--- src/rtl/tx_char_encoder_params.svh ---
// Constants for the dual-channel transmit character encoder
`ifndef TX_CHAR_ENCODER_PARAMS_SVH
`define TX_CHAR_ENCODER_PARAMS_SVH

// Three-level select codes
`define LVL_LOW 2'h0
`define LVL_MID 2'h1
`define LVL_HIGH 2'h2

// Violation symbol, bit 0 is code bit a
`define SVS_POS 10'h079
`define SVS_NEG 10'h386

// Comma byte and K28 low field
`define COMMA_BYTE 8'hbc
`define K28_LOW 5'h1c

// Characters left in a word-sync run after its first
`define WS_REST 4'hf

// Reset values
`define RD_RESET 1'b0
`define LFSR_SEED 9'h1ff
`define CODE_RESET 10'h000

`endif

--- src/rtl/tx_char_encoder_pkg.sv ---
// Types shared by the transmit character encoder
package tx_char_encoder_pkg;

  typedef logic [1:0] level_t;

  typedef enum logic [1:0] {
    KIND_DATA,
    KIND_FILL,
    KIND_SPEC,
    KIND_SYNC
  } char_kind_e;

endpackage : tx_char_encoder_pkg

--- src/rtl/dual_channel_tx_char_encoder.sv ---
// Two-channel transmit character selection, 8B/10B encoding and word-sync generation
//
// How it works
// RULE1 - Parity failure emits violation symbol
// RULE2 - Phase buffer error forces violation symbol
// RULE3 - Self-test draws characters from LFSR sequence
// RULE4 - Parity errors shown on channel error flag
// RULE5 - Encoder maps characters to 8B/10B codes
// RULE6 - Two non-overlapping special code tables
// RULE7 - Ten-bit character shifted out LSB first
// RULE8 - Two three-level inputs choose nine modes
// RULE9 - Bypass passes raw; parity failure gives +violation
// RULE10 - Bypass bit mapping a..j from data/control
// RULE11 - Bypass ignores select, channels independent
// RULE12 - Special-select modes decode control and select
// RULE13 - Independent clocks: select follows channel A
// RULE14 - Sync run: sixteen commas, 2nd/3rd reversed
// RULE15 - Atomic run completes, inputs ignored
// RULE16 - Atomic run restarts when start resampled
// RULE17 - Atomic: start checked, rest unchecked parity
// RULE18 - Interruptible run continues on control 00
// RULE19 - Non-00 control ends run, encodes character
// RULE20 - Interruptible parity failure aborts run
// RULE21 - Clock select picks common capture clock
// RULE22 - Odd parity: XOR of covered bits is one
// RULE23 - Parity control chooses covered bits
// RULE24 - Encoded violation follows running disparity
`include "tx_char_encoder_params.svh"

module dual_channel_tx_char_encoder
  import tx_char_encoder_pkg::*;
(
  // Clock and reset
  input wire logic mclk,
  input wire logic nrst,
  // Configuration
  input wire level_t transmit_operation_select_hi,
  input wire level_t transmit_operation_select_lo,
  input wire level_t parity_check_control,
  input wire level_t input_clock_select,
  // Input clocks from pins
  input wire logic reference_clock,
  input wire logic channel_a_input_clock,
  input wire logic per_channel_input_clock_b,
  // Shared special-character select
  input wire logic special_char_select,
  // Channel A character input
  input wire logic [7:0] char_data_bits_a,
  input wire logic [1:0] char_control_bits_a,
  input wire logic odd_parity_input_a,
  input wire logic phase_buffer_error_a,
  input wire logic bist_active_a,
  // Channel B character input
  input wire logic [7:0] char_data_bits_b,
  input wire logic [1:0] char_control_bits_b,
  input wire logic odd_parity_input_b,
  input wire logic phase_buffer_error_b,
  input wire logic bist_active_b,
  // Channel A output
  output logic [9:0] tx_code_a,
  output logic tx_code_valid_a,
  output logic serial_out_a,
  output logic transmit_error_flag_a,
  // Channel B output
  output logic [9:0] tx_code_b,
  output logic tx_code_valid_b,
  output logic serial_out_b,
  output logic transmit_error_flag_b
);

  // ----------------------------------------
  // Code tables
  // ----------------------------------------
  localparam logic [5:0] TAB6 [32] = '{6'h27, 6'h1d, 6'h2d, 6'h31, 6'h35, 6'h29, 6'h19, 6'h38,
    6'h39, 6'h25, 6'h15, 6'h34, 6'h0d, 6'h2c, 6'h1c, 6'h17, 6'h1b, 6'h23, 6'h13, 6'h32, 6'h0b,
    6'h2a, 6'h1a, 6'h3a, 6'h33, 6'h26, 6'h16, 6'h36, 6'h0e, 6'h2e, 6'h1e, 6'h2b};
  localparam logic [3:0] TAB4 [8] = '{4'hb, 4'h9, 4'h5, 4'hc, 4'hd, 4'ha, 4'h6, 4'he};
  localparam logic [3:0] TAB4_K28 [8] = '{4'h4, 4'h9, 4'h5, 4'h3, 4'h2, 4'ha, 4'h6, 4'h8};
  // Alternate table; several codes land on the comma
  localparam logic [7:0] KALT [16] = '{8'h1c, 8'h3c, 8'h5c, 8'h7c, 8'h9c, 8'hbc, 8'hdc, 8'hfc,
    8'hf7, 8'hfb, 8'hfd, 8'hfe, 8'hbc, 8'hbc, 8'hbc, 8'hbc};

  // ----------------------------------------
  // Functions
  // ----------------------------------------
  function automatic logic [9:0] rev10(input logic [9:0] s);
    logic [9:0] r;
    for (int i = 0; i < 10; i++) begin
      r[i] = s[9 - i];
    end
    return r;
  endfunction : rev10

  // Returns {running disparity after, code with bit 0 = a}
  function automatic logic [10:0] enc8b10b(input logic [7:0] b, input logic k, input logic rd);
    logic [5:0] six;
    logic [3:0] four;
    logic rdm;
    logic alt;
    logic [9:0] s;
    logic [3:0] ones;
    six = TAB6[b[4:0]];
    four = TAB4[b[7:5]];
    rdm = rd;
    alt = 1'b0;
    if (k && b[4:0] == `K28_LOW) begin
      s = {6'h0f, TAB4_K28[b[7:5]]};
      if (rd) begin
        s = ~s;
      end
    end else begin
      if (rd && ($countones(six) != 3 || b[4:0] == 5'h07)) begin
        six = ~six;
      end
      rdm = ($countones(six) != 3) ? ~rd : rd;
      alt = b[7:5] == 3'h7 && (k || (!rdm && (b[4:0] == 5'h11 || b[4:0] == 5'h12 || b[4:0] == 5'h14))
        || (rdm && (b[4:0] == 5'h0b || b[4:0] == 5'h0d || b[4:0] == 5'h0e)));
      if (alt) begin
        four = 4'h7;
      end
      if (rdm && ($countones(four) != 2 || b[7:5] == 3'h3)) begin
        four = ~four;
      end
      s = {six, four};
    end
    ones = 4'($countones(s));
    return {(ones == 4'h5) ? rd : (ones > 4'h5), rev10(s)};
  endfunction : enc8b10b

  // Primary table when the byte is a legal special code, alternate otherwise
  function automatic logic [7:0] special_map(input logic [7:0] b);
    if (b[4:0] == `K28_LOW || b == 8'hf7 || b == 8'hfb || b == 8'hfd || b == 8'hfe) begin
      return b;
    end
    return KALT[b[3:0]];
  endfunction : special_map

  function automatic char_kind_e decode(input logic [1:0] c, input logic sc, input level_t lo);
    if (lo == `LVL_LOW) begin
      if (!c[0]) return KIND_DATA;
      if (c[1]) return KIND_SYNC;
      return sc ? KIND_SPEC : KIND_FILL;
    end else if (lo == `LVL_MID) begin
      if (!c[0]) return KIND_DATA;
      if (sc) return KIND_SYNC;
      return c[1] ? KIND_SPEC : KIND_FILL;
    end
    return char_kind_e'(c);
  endfunction : decode

  // ----------------------------------------
  // Input clock synchronisers
  // ----------------------------------------
  logic [2:0] ref_sync_r;
  logic [2:0] cka_sync_r;
  logic [2:0] ckb_sync_r;
  logic ref_edge;
  logic cka_edge;
  logic ckb_edge;
  logic [1:0] strobe;

  always_ff @(posedge mclk or negedge nrst) begin
    if (!nrst) begin
      ref_sync_r <= 3'h0;
      cka_sync_r <= 3'h0;
      ckb_sync_r <= 3'h0;
    end else begin
      ref_sync_r <= {ref_sync_r[1:0], reference_clock};
      cka_sync_r <= {cka_sync_r[1:0], channel_a_input_clock};
      ckb_sync_r <= {ckb_sync_r[1:0], per_channel_input_clock_b};
    end
  end

  assign ref_edge = ref_sync_r[1] & ~ref_sync_r[2];
  assign cka_edge = cka_sync_r[1] & ~cka_sync_r[2];
  assign ckb_edge = ckb_sync_r[1] & ~ckb_sync_r[2];

  // RULE21 common clock choice
  assign strobe[0] = (input_clock_select == `LVL_LOW) ? ref_edge : cka_edge;
  assign strobe[1] = (input_clock_select == `LVL_LOW) ? ref_edge :
                     (input_clock_select == `LVL_HIGH) ? cka_edge : ckb_edge;

  // ----------------------------------------
  // Per-channel input and encode
  // ----------------------------------------
  logic [7:0] d_in [2];
  logic [1:0] c_in [2];
  logic [1:0] p_in;
  logic [1:0] phase_err;
  logic [1:0] bist_on;
  logic [9:0] code_r [2];
  logic [1:0] valid_r;
  logic [9:0] sh_r [2];
  logic [1:0] err_r;
  logic [1:0] evt_r;
  logic sc_cap_r;
  logic sc_b_r;
  logic [1:0] sc_use;

  assign d_in[0] = char_data_bits_a;
  assign d_in[1] = char_data_bits_b;
  assign c_in[0] = char_control_bits_a;
  assign c_in[1] = char_control_bits_b;
  assign p_in = {odd_parity_input_b, odd_parity_input_a};
  assign phase_err = {phase_buffer_error_b, phase_buffer_error_a};
  assign bist_on = {bist_active_b, bist_active_a};

  // RULE13 select sampled on channel A's clock only
  always_ff @(posedge mclk or negedge nrst) begin
    if (!nrst) begin
      sc_cap_r <= 1'b0;
      sc_b_r <= 1'b0;
    end else begin
      if (strobe[0]) begin
        sc_cap_r <= special_char_select;
      end
      if (evt_r[0]) begin
        sc_b_r <= sc_cap_r;
      end
    end
  end

  assign sc_use[0] = sc_cap_r;
  // Channel A's encode cycle hands its fresh select straight across
  assign sc_use[1] = (input_clock_select == `LVL_MID && !evt_r[0]) ? sc_b_r : sc_cap_r;

  for (genvar ch = 0; ch < 2; ch++) begin : g_chan
    logic [7:0] cap_d_r;
    logic [1:0] cap_c_r;
    logic cap_p_r;
    logic rd_r;
    logic [3:0] cnt_r;
    logic [8:0] lfsr_r;
    logic perr_r;
    logic [9:0] code_nxt;
    logic rd_nxt;
    logic [3:0] cnt_nxt;
    logic par_fail;
    logic bypass;
    logic atomic;
    logic [10:0] enc;
    logic [7:0] bist_byte;
    char_kind_e kind;

    always_ff @(posedge mclk or negedge nrst) begin
      if (!nrst) begin
        cap_d_r <= 8'h00;
        cap_c_r <= 2'h0;
        cap_p_r <= 1'b0;
        evt_r[ch] <= 1'b0;
      end else begin
        evt_r[ch] <= strobe[ch];
        if (strobe[ch]) begin
          cap_d_r <= d_in[ch];
          cap_c_r <= c_in[ch];
          cap_p_r <= p_in[ch];
        end
      end
    end

    // RULE8 test modes behave as bypass
    assign bypass = transmit_operation_select_hi == `LVL_LOW;
    assign atomic = transmit_operation_select_hi == `LVL_MID;
    assign bist_byte = lfsr_r[7:0];

    always_comb begin
      // RULE22 RULE23 odd parity over selected bits
      par_fail = parity_check_control != `LVL_LOW && !(^{cap_d_r, cap_p_r,
        (parity_check_control == `LVL_HIGH || bypass) ? cap_c_r : 2'h0});
      // RULE12 control and select decoding
      kind = decode(cap_c_r, sc_use[ch], transmit_operation_select_lo);
      code_nxt = `SVS_POS;
      rd_nxt = rd_r;
      cnt_nxt = 4'h0;
      enc = enc8b10b(cap_d_r, 1'b0, rd_r);
      if (bist_on[ch]) begin
        // RULE3 self-test sequence replaces input
        enc = enc8b10b(lfsr_r[8:7] == 2'h3 ? special_map(bist_byte) : bist_byte, lfsr_r[8:7] == 2'h3, rd_r);
        code_nxt = enc[9:0];
        rd_nxt = enc[10];
      end else if (bypass) begin
        // RULE2 RULE9 RULE10 RULE11 raw character or fixed violation
        code_nxt = (par_fail || phase_err[ch]) ? `SVS_POS : {cap_c_r, cap_d_r};
      end else if (phase_err[ch] || (par_fail && !(atomic && cnt_r != 4'h0))) begin
        // RULE1 RULE2 RULE20 RULE24 violation at running disparity
        code_nxt = rd_r ? `SVS_NEG : `SVS_POS;
      end else begin
        // RULE15 RULE17 RULE18 RULE19 run continues or ends
        if (cnt_r != 4'h0 && (atomic || cap_c_r == 2'h0)) begin
          kind = KIND_SYNC;
          cnt_nxt = cnt_r - 4'h1;
        end else if (kind == KIND_SYNC) begin
          // RULE16 fresh start after a finished run
          cnt_nxt = `WS_REST;
        end
        if (kind == KIND_SYNC || kind == KIND_FILL) begin
          // RULE14 second and third commas reversed
          enc = enc8b10b(`COMMA_BYTE, 1'b1,
            rd_r ^ (cnt_nxt == `WS_REST - 4'h1 || cnt_nxt == `WS_REST - 4'h2));
        end else begin
          // RULE5 RULE6 data or special encoding
          enc = enc8b10b(kind == KIND_SPEC ? special_map(cap_d_r) : cap_d_r, kind == KIND_SPEC, rd_r);
        end
        code_nxt = enc[9:0];
        rd_nxt = enc[10];
      end
    end

    always_ff @(posedge mclk or negedge nrst) begin
      if (!nrst) begin
        rd_r <= `RD_RESET;
        cnt_r <= 4'h0;
        lfsr_r <= `LFSR_SEED;
        code_r[ch] <= `CODE_RESET;
        valid_r[ch] <= 1'b0;
        perr_r <= 1'b0;
      end else begin
        valid_r[ch] <= evt_r[ch];
        if (evt_r[ch]) begin
          rd_r <= rd_nxt;
          cnt_r <= cnt_nxt;
          code_r[ch] <= code_nxt;
          perr_r <= par_fail && !bist_on[ch] && !(atomic && !bypass && cnt_r != 4'h0);
          if (bist_on[ch]) begin
            lfsr_r <= {lfsr_r[7:0], lfsr_r[8] ^ lfsr_r[4]};
          end else begin
            lfsr_r <= `LFSR_SEED;
          end
        end
      end
    end

    // RULE4 parity or phase fault on error flag
    always_ff @(posedge mclk or negedge nrst) begin
      if (!nrst) begin
        err_r[ch] <= 1'b0;
      end else begin
        err_r[ch] <= perr_r | phase_err[ch];
      end
    end

    // RULE7 shifter, bit a leaves first
    always_ff @(posedge mclk or negedge nrst) begin
      if (!nrst) begin
        sh_r[ch] <= `CODE_RESET;
      end else if (valid_r[ch]) begin
        sh_r[ch] <= code_r[ch];
      end else begin
        sh_r[ch] <= {1'b0, sh_r[ch][9:1]};
      end
    end
  end

  // ----------------------------------------
  // Outputs
  // ----------------------------------------
  assign tx_code_a = code_r[0];
  assign tx_code_b = code_r[1];
  assign tx_code_valid_a = valid_r[0];
  assign tx_code_valid_b = valid_r[1];
  assign serial_out_a = sh_r[0][0];
  assign serial_out_b = sh_r[1][0];
  assign transmit_error_flag_a = err_r[0];
  assign transmit_error_flag_b = err_r[1];

endmodule : dual_channel_tx_char_encoder

--- config.mk ---
export PLATFORM = sky130hd
export DESIGN_NAME = dual_channel_tx_char_encoder
export DESIGN_NICKNAME = d
export VERILOG_FILES = /design/src/rtl/tx_char_encoder_pkg.sv /design/src/rtl/dual_channel_tx_char_encoder.sv
export VERILOG_INCLUDE_DIRS = /design/src /design/src/rtl
export SDC_FILE = /design/constraint.sdc
export NUM_CORES = 1
export LEC_CHECK = 0
export ABC_CLOCK_PERIOD_IN_PS = 13700
export BUFFER_PORTS_ARGS = -buffer_cell sky130_fd_sc_hd__buf_4
export CELL_PAD_IN_SITES_DETAIL_PLACEMENT = 0
export CELL_PAD_IN_SITES_GLOBAL_PLACEMENT = 2
export CORE_ASPECT_RATIO = 1.4
export CORE_MARGIN = 4
export CORE_UTILIZATION = 30
export DETAILED_ROUTE_END_ITERATION = 6
export PLACE_DENSITY_LB_ADDON = 0.1
export SLEW_MARGIN = 15
export SYNTH_ARGS = -nofsm -noshare
export SYNTH_HDL_FRONTEND = slang
export SYNTH_SLANG_ARGS = --single-unit
--- constraint.sdc ---
create_clock -name mclk -period 13.7 [get_ports mclk]
set_clock_uncertainty 0.1 [all_clocks]
set_input_delay 2.74 -clock mclk [delete_from_list [all_inputs] [get_ports mclk]]
set_output_delay 2.74 -clock mclk [all_outputs]
set_load 0.005 [all_outputs]
======== Yosys cells after proc, flatten, opt, wreduce, memory -nomap -nowiden ========
Memory sizes are Yosys's and may differ from the RTL's.
Cells that the tools add are included.
cells by class
  div/mod/pow operators ................... 0
  $add $sub $neg .......................... 108
  shift operators ......................... 0
  bitwise operators ....................... 38
  $lt $le $gt $ge ......................... 18
  reductions and logical operators ........ 125
  eq/ne operators ......................... 105
  $mul .................................... 0
  muxes and demuxes ....................... 246
operators with widths
  operator                                                       count
  2-to-1 mux 10 bit                                              40
  2-to-1 mux 8 bit                                               30
  2-to-1 mux 4 bit                                               54
  2-to-1 mux 6 bit                                               26
  == test 8 bit, second input constant                           16
  adder 1 x 1 -> 2 bit                                           62
  == test 5 bit, second input constant                           20
  adder 2 x 2 -> 3 bit                                           24
  2-to-1 mux 2 bit                                               34
  == test 5 x 4 -> 1 bit, second input constant                  12
  logical OR 1 bit                                               59
  2-to-1 mux 1 bit                                               58
  logical AND 1 bit                                              40
  inverter 8 -> 10 bit                                           4
  adder 3 x 2 -> 4 bit                                           8
  != test 4 x 2 -> 1 bit, second input constant                  8
  adder 3 x 3 -> 4 bit                                           6
  adder 4 x 2 -> 4 bit                                           6
  == test 4 x 3 -> 1 bit, second input constant                  6
  >= comparator 6 bit, second input constant                     4
  greater-than comparator 4 x 3 -> 1 bit, second input constant  6
  inverter 5 -> 6 bit                                            4
  inverter 6 bit                                                 4
  2-to-1 mux 11 bit                                              2
  26 further kinds                                               107
word-level totals
  flip-flop bits (word level) ............. 109
  bits in writable memories ............... 0
  input bits .............................. 40
  bits in latches ......................... 0
  memories ................................ 16
  ROM bits ................................ 1536
memories
  memory            depth  bits a word  rd ports  clocked after Yosys merged registers in  write ports  line                                 RTL
  (name not given)  32     6            1         0                                        0            dual_channel_tx_char_encoder.sv:102  six = TAB6[b[4:0]];
  (name not given)  32     6            1         0                                        0            dual_channel_tx_char_encoder.sv:102
  (name not given)  32     6            1         0                                        0            dual_channel_tx_char_encoder.sv:102
  (name not given)  32     6            1         0                                        0            dual_channel_tx_char_encoder.sv:102
  (name not given)  16     8            1         0                                        0            dual_channel_tx_char_encoder.sv:135  return KALT[b[3:0]];
  (name not given)  16     8            1         0                                        0            dual_channel_tx_char_encoder.sv:135
  +10 memories      n/a    n/a          n/a       n/a                                      n/a          n/a

======== Depth between registers and ports, before layout ========
  depth in word-level cells ............... 81
  depth in mapped cells ................... 63

======== Worst setup path after synthesis ========
OpenSTA, ideal clock, no wires.
  path type ............................... input to register
  start ................................... in transmit_operation_select_lo[1]
  end ..................................... reg g_chan[0].rd_r
  buffers on the path ..................... 2
  library setup time ...................... 129 ps
  arrival ................................. 15288 ps
  cell stages on the path ................. 58
  setup slack ............................. -1817 ps
  path through ............................ buf_2 -> or4bb_1 -> nand3_1 -> and3_1 -> buf_2 -> nand2_2 -> or3_1 -> o21ai_1 -> inv_1 -> ha_1 -> nor2b_1 -> o21ai_0 -> a221o_1 -> o22ai_1 -> fa_1 -> fa_1 -> inv_1 -> ha_1 -> (+22 left out) -> nor3b_1 -> a31oi_1 -> xnor2_1 -> a221o_1 -> xnor2_1 -> fa_1 -> fa_1 -> fa_1 -> inv_1 -> ha_1 -> inv_1 -> fa_1 -> xor2_1 -> nor2_1 -> nand2_1 -> a21oi_1 -> o21ai_0 -> o21ai_0
between the ends
  word-level cells in the longest chain between the ends .. 63
ends and longest elaborated chain
  element                                     line                                 RTL
  from (decl)                                 dual_channel_tx_char_encoder.sv:38   input wire level_t transmit_operation_select_lo,
  == test 2 x 1 -> 1 bit (no line)            n/a
  2-to-1 mux 1 bit                            dual_channel_tx_char_encoder.sv:143  end else if (lo == `LVL_MID) begin
  2-to-1 mux 1 bit                            dual_channel_tx_char_encoder.sv:139  if (lo == `LVL_LOW) begin
  2-to-1 mux 2 bit (*)                        dual_channel_tx_char_encoder.sv:148  return char_kind_e'(c);
  2-to-1 mux 2 bit                            dual_channel_tx_char_encoder.sv:289  if (cnt_r != 4'h0 && (atomic || cap_c_r == 2'h0)) begin
  2-to-1 mux 2 bit                            dual_channel_tx_char_encoder.sv:284  end else if (phase_err[ch] || (par_fail && !(atomic && cnt_r != 4'h0))) begin
  2-to-1 mux 2 bit                            dual_channel_tx_char_encoder.sv:281  end else if (bypass) begin
  2-to-1 mux 2 bit                            dual_channel_tx_char_encoder.sv:276  if (bist_on[ch]) begin
  (+47 left out)                              n/a
  adder 3 x 3 -> 4 bit (implied by the code)  dual_channel_tx_char_encoder.sv:126  ones = 4'($countones(s));
  adder 4 x 2 -> 4 bit (implied by the code)  dual_channel_tx_char_encoder.sv:126
  greater-than comparator 4 x 3 -> 1 bit      dual_channel_tx_char_encoder.sv:127  return {(ones == 4'h5) ? rd : (ones > 4'h5), rev10(s)};
  2-to-1 mux 1 bit                            dual_channel_tx_char_encoder.sv:127
  2-to-1 mux 11 bit                           dual_channel_tx_char_encoder.sv:296  if (kind == KIND_SYNC || kind == KIND_FILL) begin
  2-to-1 mux 1 bit                            dual_channel_tx_char_encoder.sv:284
  2-to-1 mux 1 bit                            dual_channel_tx_char_encoder.sv:281
  2-to-1 mux 1 bit                            dual_channel_tx_char_encoder.sv:276
  to (signal assigned)                        dual_channel_tx_char_encoder.sv:311  rd_r <= `RD_RESET;
  to (signal assigned)                        dual_channel_tx_char_encoder.sv:320  rd_r <= rd_nxt;
  to (decl)                                   dual_channel_tx_char_encoder.sv:231  logic rd_r;
Mark *: on every way between the ends. The rest lies on a longest branch, timed or not. The select of a mux whose other input is x is not followed.
A chain may end at the register's enable or synchronous reset.

======== Worst setup path after layout ========
  start ................................... in transmit_operation_select_lo[0]
  end ..................................... reg g_chan[0].rd_r
Same word-level chain as after synthesis.

==> impl_metrics.tcl <==
set metrics [dict create \
    htreeDepth 3 \
    cp-start-kind "primary input" \
    rows 85 \
    die-area_um2 42800 \
    synthArstFlopShare_pct 100 \
    first_pass_iters 6 \
    synthesis.nets 1547 \
    end_kind "flop" \
    clk_transition_reported_paths_ns 0.09 \
    hold_depth 0 \
    clk_path_buf_depth 2 \
    die_h_um 243 \
    critPathMostFrequentCell "fa_1" \
    slew_headroom_pct 28.7 \
    maxCapViolCount 0 \
    synth_top_area_share_pct 19.2 \
    violations "setup timing" \
    cts_buffers 9 \
    clk_latency_ns 0.37 \
    cp_top_family "adder cells" \
    hold_viol_final 0 \
    ys_top_cells_by_count "nor2_1 (126), inv_1 (119), o21ai_0 (105), nand2_1 (100), dfrtp_1 (91)" \
    fillers 4037 \
    synth_cell_types 109 \
    post-route-min-period_ns 14.38 \
    synth.ff_latch_count 109 \
    path_depth 59 \
    routed_wl_um 38100 \
    vias 10700 \
    status "finished with violations" \
    grt_overflow 0 \
    die_width_um 176 \
    setup_violations 2 \
    final_layout_size_suffix_gt1_share_pct 27.6 \
    synth_most_common_cell "nor2_1" \
    antenna_found_initial 0 \
    cts_tree "done" \
    core-area_um2 38800 \
    root_buffer "clkbuf_16" \
    port_buffers 65 \
    synth_enable_flop_cells 0 \
    worstMarginPinSlew_ns 1.06 \
    dpl.hpwl_um 30200 \
    critical_path_class "primary input to flop" \
    drt-initial-drc-count 499 \
    rsz0062_at_grt "true" \
    min_path_type "flop to flop" \
    gp_congestion 0.831 \
    grt_pass1_wl_um 61900 \
    start_util_pct 30.6 \
    crit_path_max_fanout 6 \
    nets 1709 \
    grt_start_max_net_pins 69 \
    drc 0 \
    min_period_over_period_pct 105 \
    viasPerCell 5.13 \
    max_freq_ghz 0.0696 \
    syn2layout_area_growth_pct 23.6 \
    wire_per_inst_um 18.3 \
    critPathMaxStageDelay_ns 0.55 \
    synth_area_per_cell_um2 8.49 \
    critPathBufInv 12 \
    slew_viol_final 0 \
    grt_usage_pct 17.9 \
    rr_worst_depth 56 \
    ant_nets 0 \
    cp.required_ns 13.91 \
    synthesis.area_um2 11900 \
    syn_inst 1397 \
    ys.warnings.count 0 \
    synthTopCellsByArea "dfrtp_1 (19%), fa_1 (8.1%), ha_1 (6.5%)" \
    grt_pass1_vias 11200 \
    cts_sinks 109 \
    ys.flop_type "dfrtp_1" \
    diodes 0 \
    ios 66 \
    whs_ns 0.240 \
    yosysTopAreaCell "dfrtp_1" \
    holdBufCountCts 0 \
    crit_arrival_ns 14.59 \
    synth.yosys.seq_area_share_pct 23.2 \
    cp_slowest_cell "fa_1" \
    fin_ws_ns -0.678 \
]
## metrics by stage
step | utilization, % | TNS [ns] | setup slack [ns] | instance area, um^2 | instances
global placement | 35.8 | -1.92 | -1.10 | 13900 | 2046
CTS | 37.3 | -1.30 | -0.697 | 14500 | 2081
detailed placement | 35.8 | -2.26 | -1.30 | 13900 | 2046
finish | 37.8 | -1.16 | -0.678 | 14700 | 2086
floorplan | - | -2.08 | -1.04 | 12100 | 1397
global route | 37.8 | -2.26 | -1.26 | 14700 | 2086
## cells in the final DEF, fill, tap and decap left out, drive strengths merged, types with 6 or more instances in the layout
cell type and n:
a21oi 74, nand3 29, a221o 10, mux2 51, o221ai 14, o311ai 9
nand2b 22, and2 13, or2 9, o21a 6, nor4 8, clkbuf 9
inv 124, nor3 36, dfrtp 91, a22oi 9, o22ai 11, o211ai 8
dfstp 18, xor2 24, xnor3 6, o31ai 15, fa 48, mux2i 27
a21boi 6, ha 62, o21ai 118, buf 228, a21o 12, xnor2 57
a211oi 13, and3 12, nand2 102, nor2b 14, a211o 8, nor2 127
or3 14, a31oi 23
## what timing repair did
| action | in CTS | in global routing |
|---|---|---|
| gates cloned | 0 | 0 |
| endpoints found under the setup margin | 2 | 2 |
| pin swaps | 38 | 29 |
| setup buffers | 19 | 5 |
| gates resized for setup | 31 | 27 |
## cell type report
| type | count | area [um^2] | area share, % |
|---|---|---|---|
| Multi-Input combinational cell | 1089 | 8720 | 59.5 |
| Sequential cell | 109 | 2750 | 18.8 |
| Tap cell | 522 | 653 | 4.45 |
| Clock buffer | 9 | 225 | 1.54 |
| Inverter | 122 | 460 | 3.14 |
| Timing Repair Buffer | 228 | 1740 | 11.9 |
| Clock inverter | 7 | 110 | 0.751 |
## logic make-up after synthesis
logic type	count (synthesis)	synth area share [%]
mux	78	7.26
flops	109	23.2
compound gates	398	23.4
simple gates	414	17.4
buf+inv	199	6.82
xor+xnor	87	7.12
fa+ha+maj	112	14.8
## per-layer routing
| layer | track usage [%] | routed length (um) | vias up |
|---|---|---|---|
| li1 | - | - | 5295 |
| met1 | 21.8 | 16000 | 5232 |
| met2 | 33.9 | 20800 | 140 |
| met3 | 1.55 | 751 | 26 |
| met4 | 4.29 | 585 | 0 |
| met5 | 0 | 0 | - |
## final timing paths
kind,startpoint,to,slack [ns]
max in group asynchronous,nrst,g_chan[1].cap_d_r[3],9.95
hold reg to reg,ckb_sync_r[0],ckb_sync_r[1],0.24
setup / recovery,transmit_operation_select_lo[0],g_chan[0].rd_r,-0.68
setup reg to reg,g_chan[1].lfsr_r[8],g_chan[1].rd_r,0.40
hold / removal,ckb_sync_r[0],ckb_sync_r[1],0.24
min in group asynchronous,nrst,tx_code_valid_b,2.39
## sequential cells by signal (all words and copies together) (netlist names), 2 cells and up
register        cells
g_chan.cap_d_r     16
g_chan.rd_r         2
evt_r               2
g_chan.perr_r       2
tx_code_a          10
ref_sync_r          3
sh_r               18
cka_sync_r          3
g_chan.cap_c_r      4
g_chan.cnt_r        8
tx_code_b          10
g_chan.cap_p_r      2
ckb_sync_r          3
g_chan.lfsr_r      18
## worst reg2reg max path: cells and delay by family, from the launching register on
family | cells | cell delay, ns
fa+ha+maj | 17 | 6.45
compound gates | 17 | 2.98
xor+xnor | 3 | 0.65
flops | 1 | 0.58
buf+inv | 8 | 0.40
mux | 1 | 0.43
simple gates | 10 | 1.65
Power is left out: the tool's default activity adds up to more than one toggle a clock period on the data nets, which glitch-free logic cannot reach.
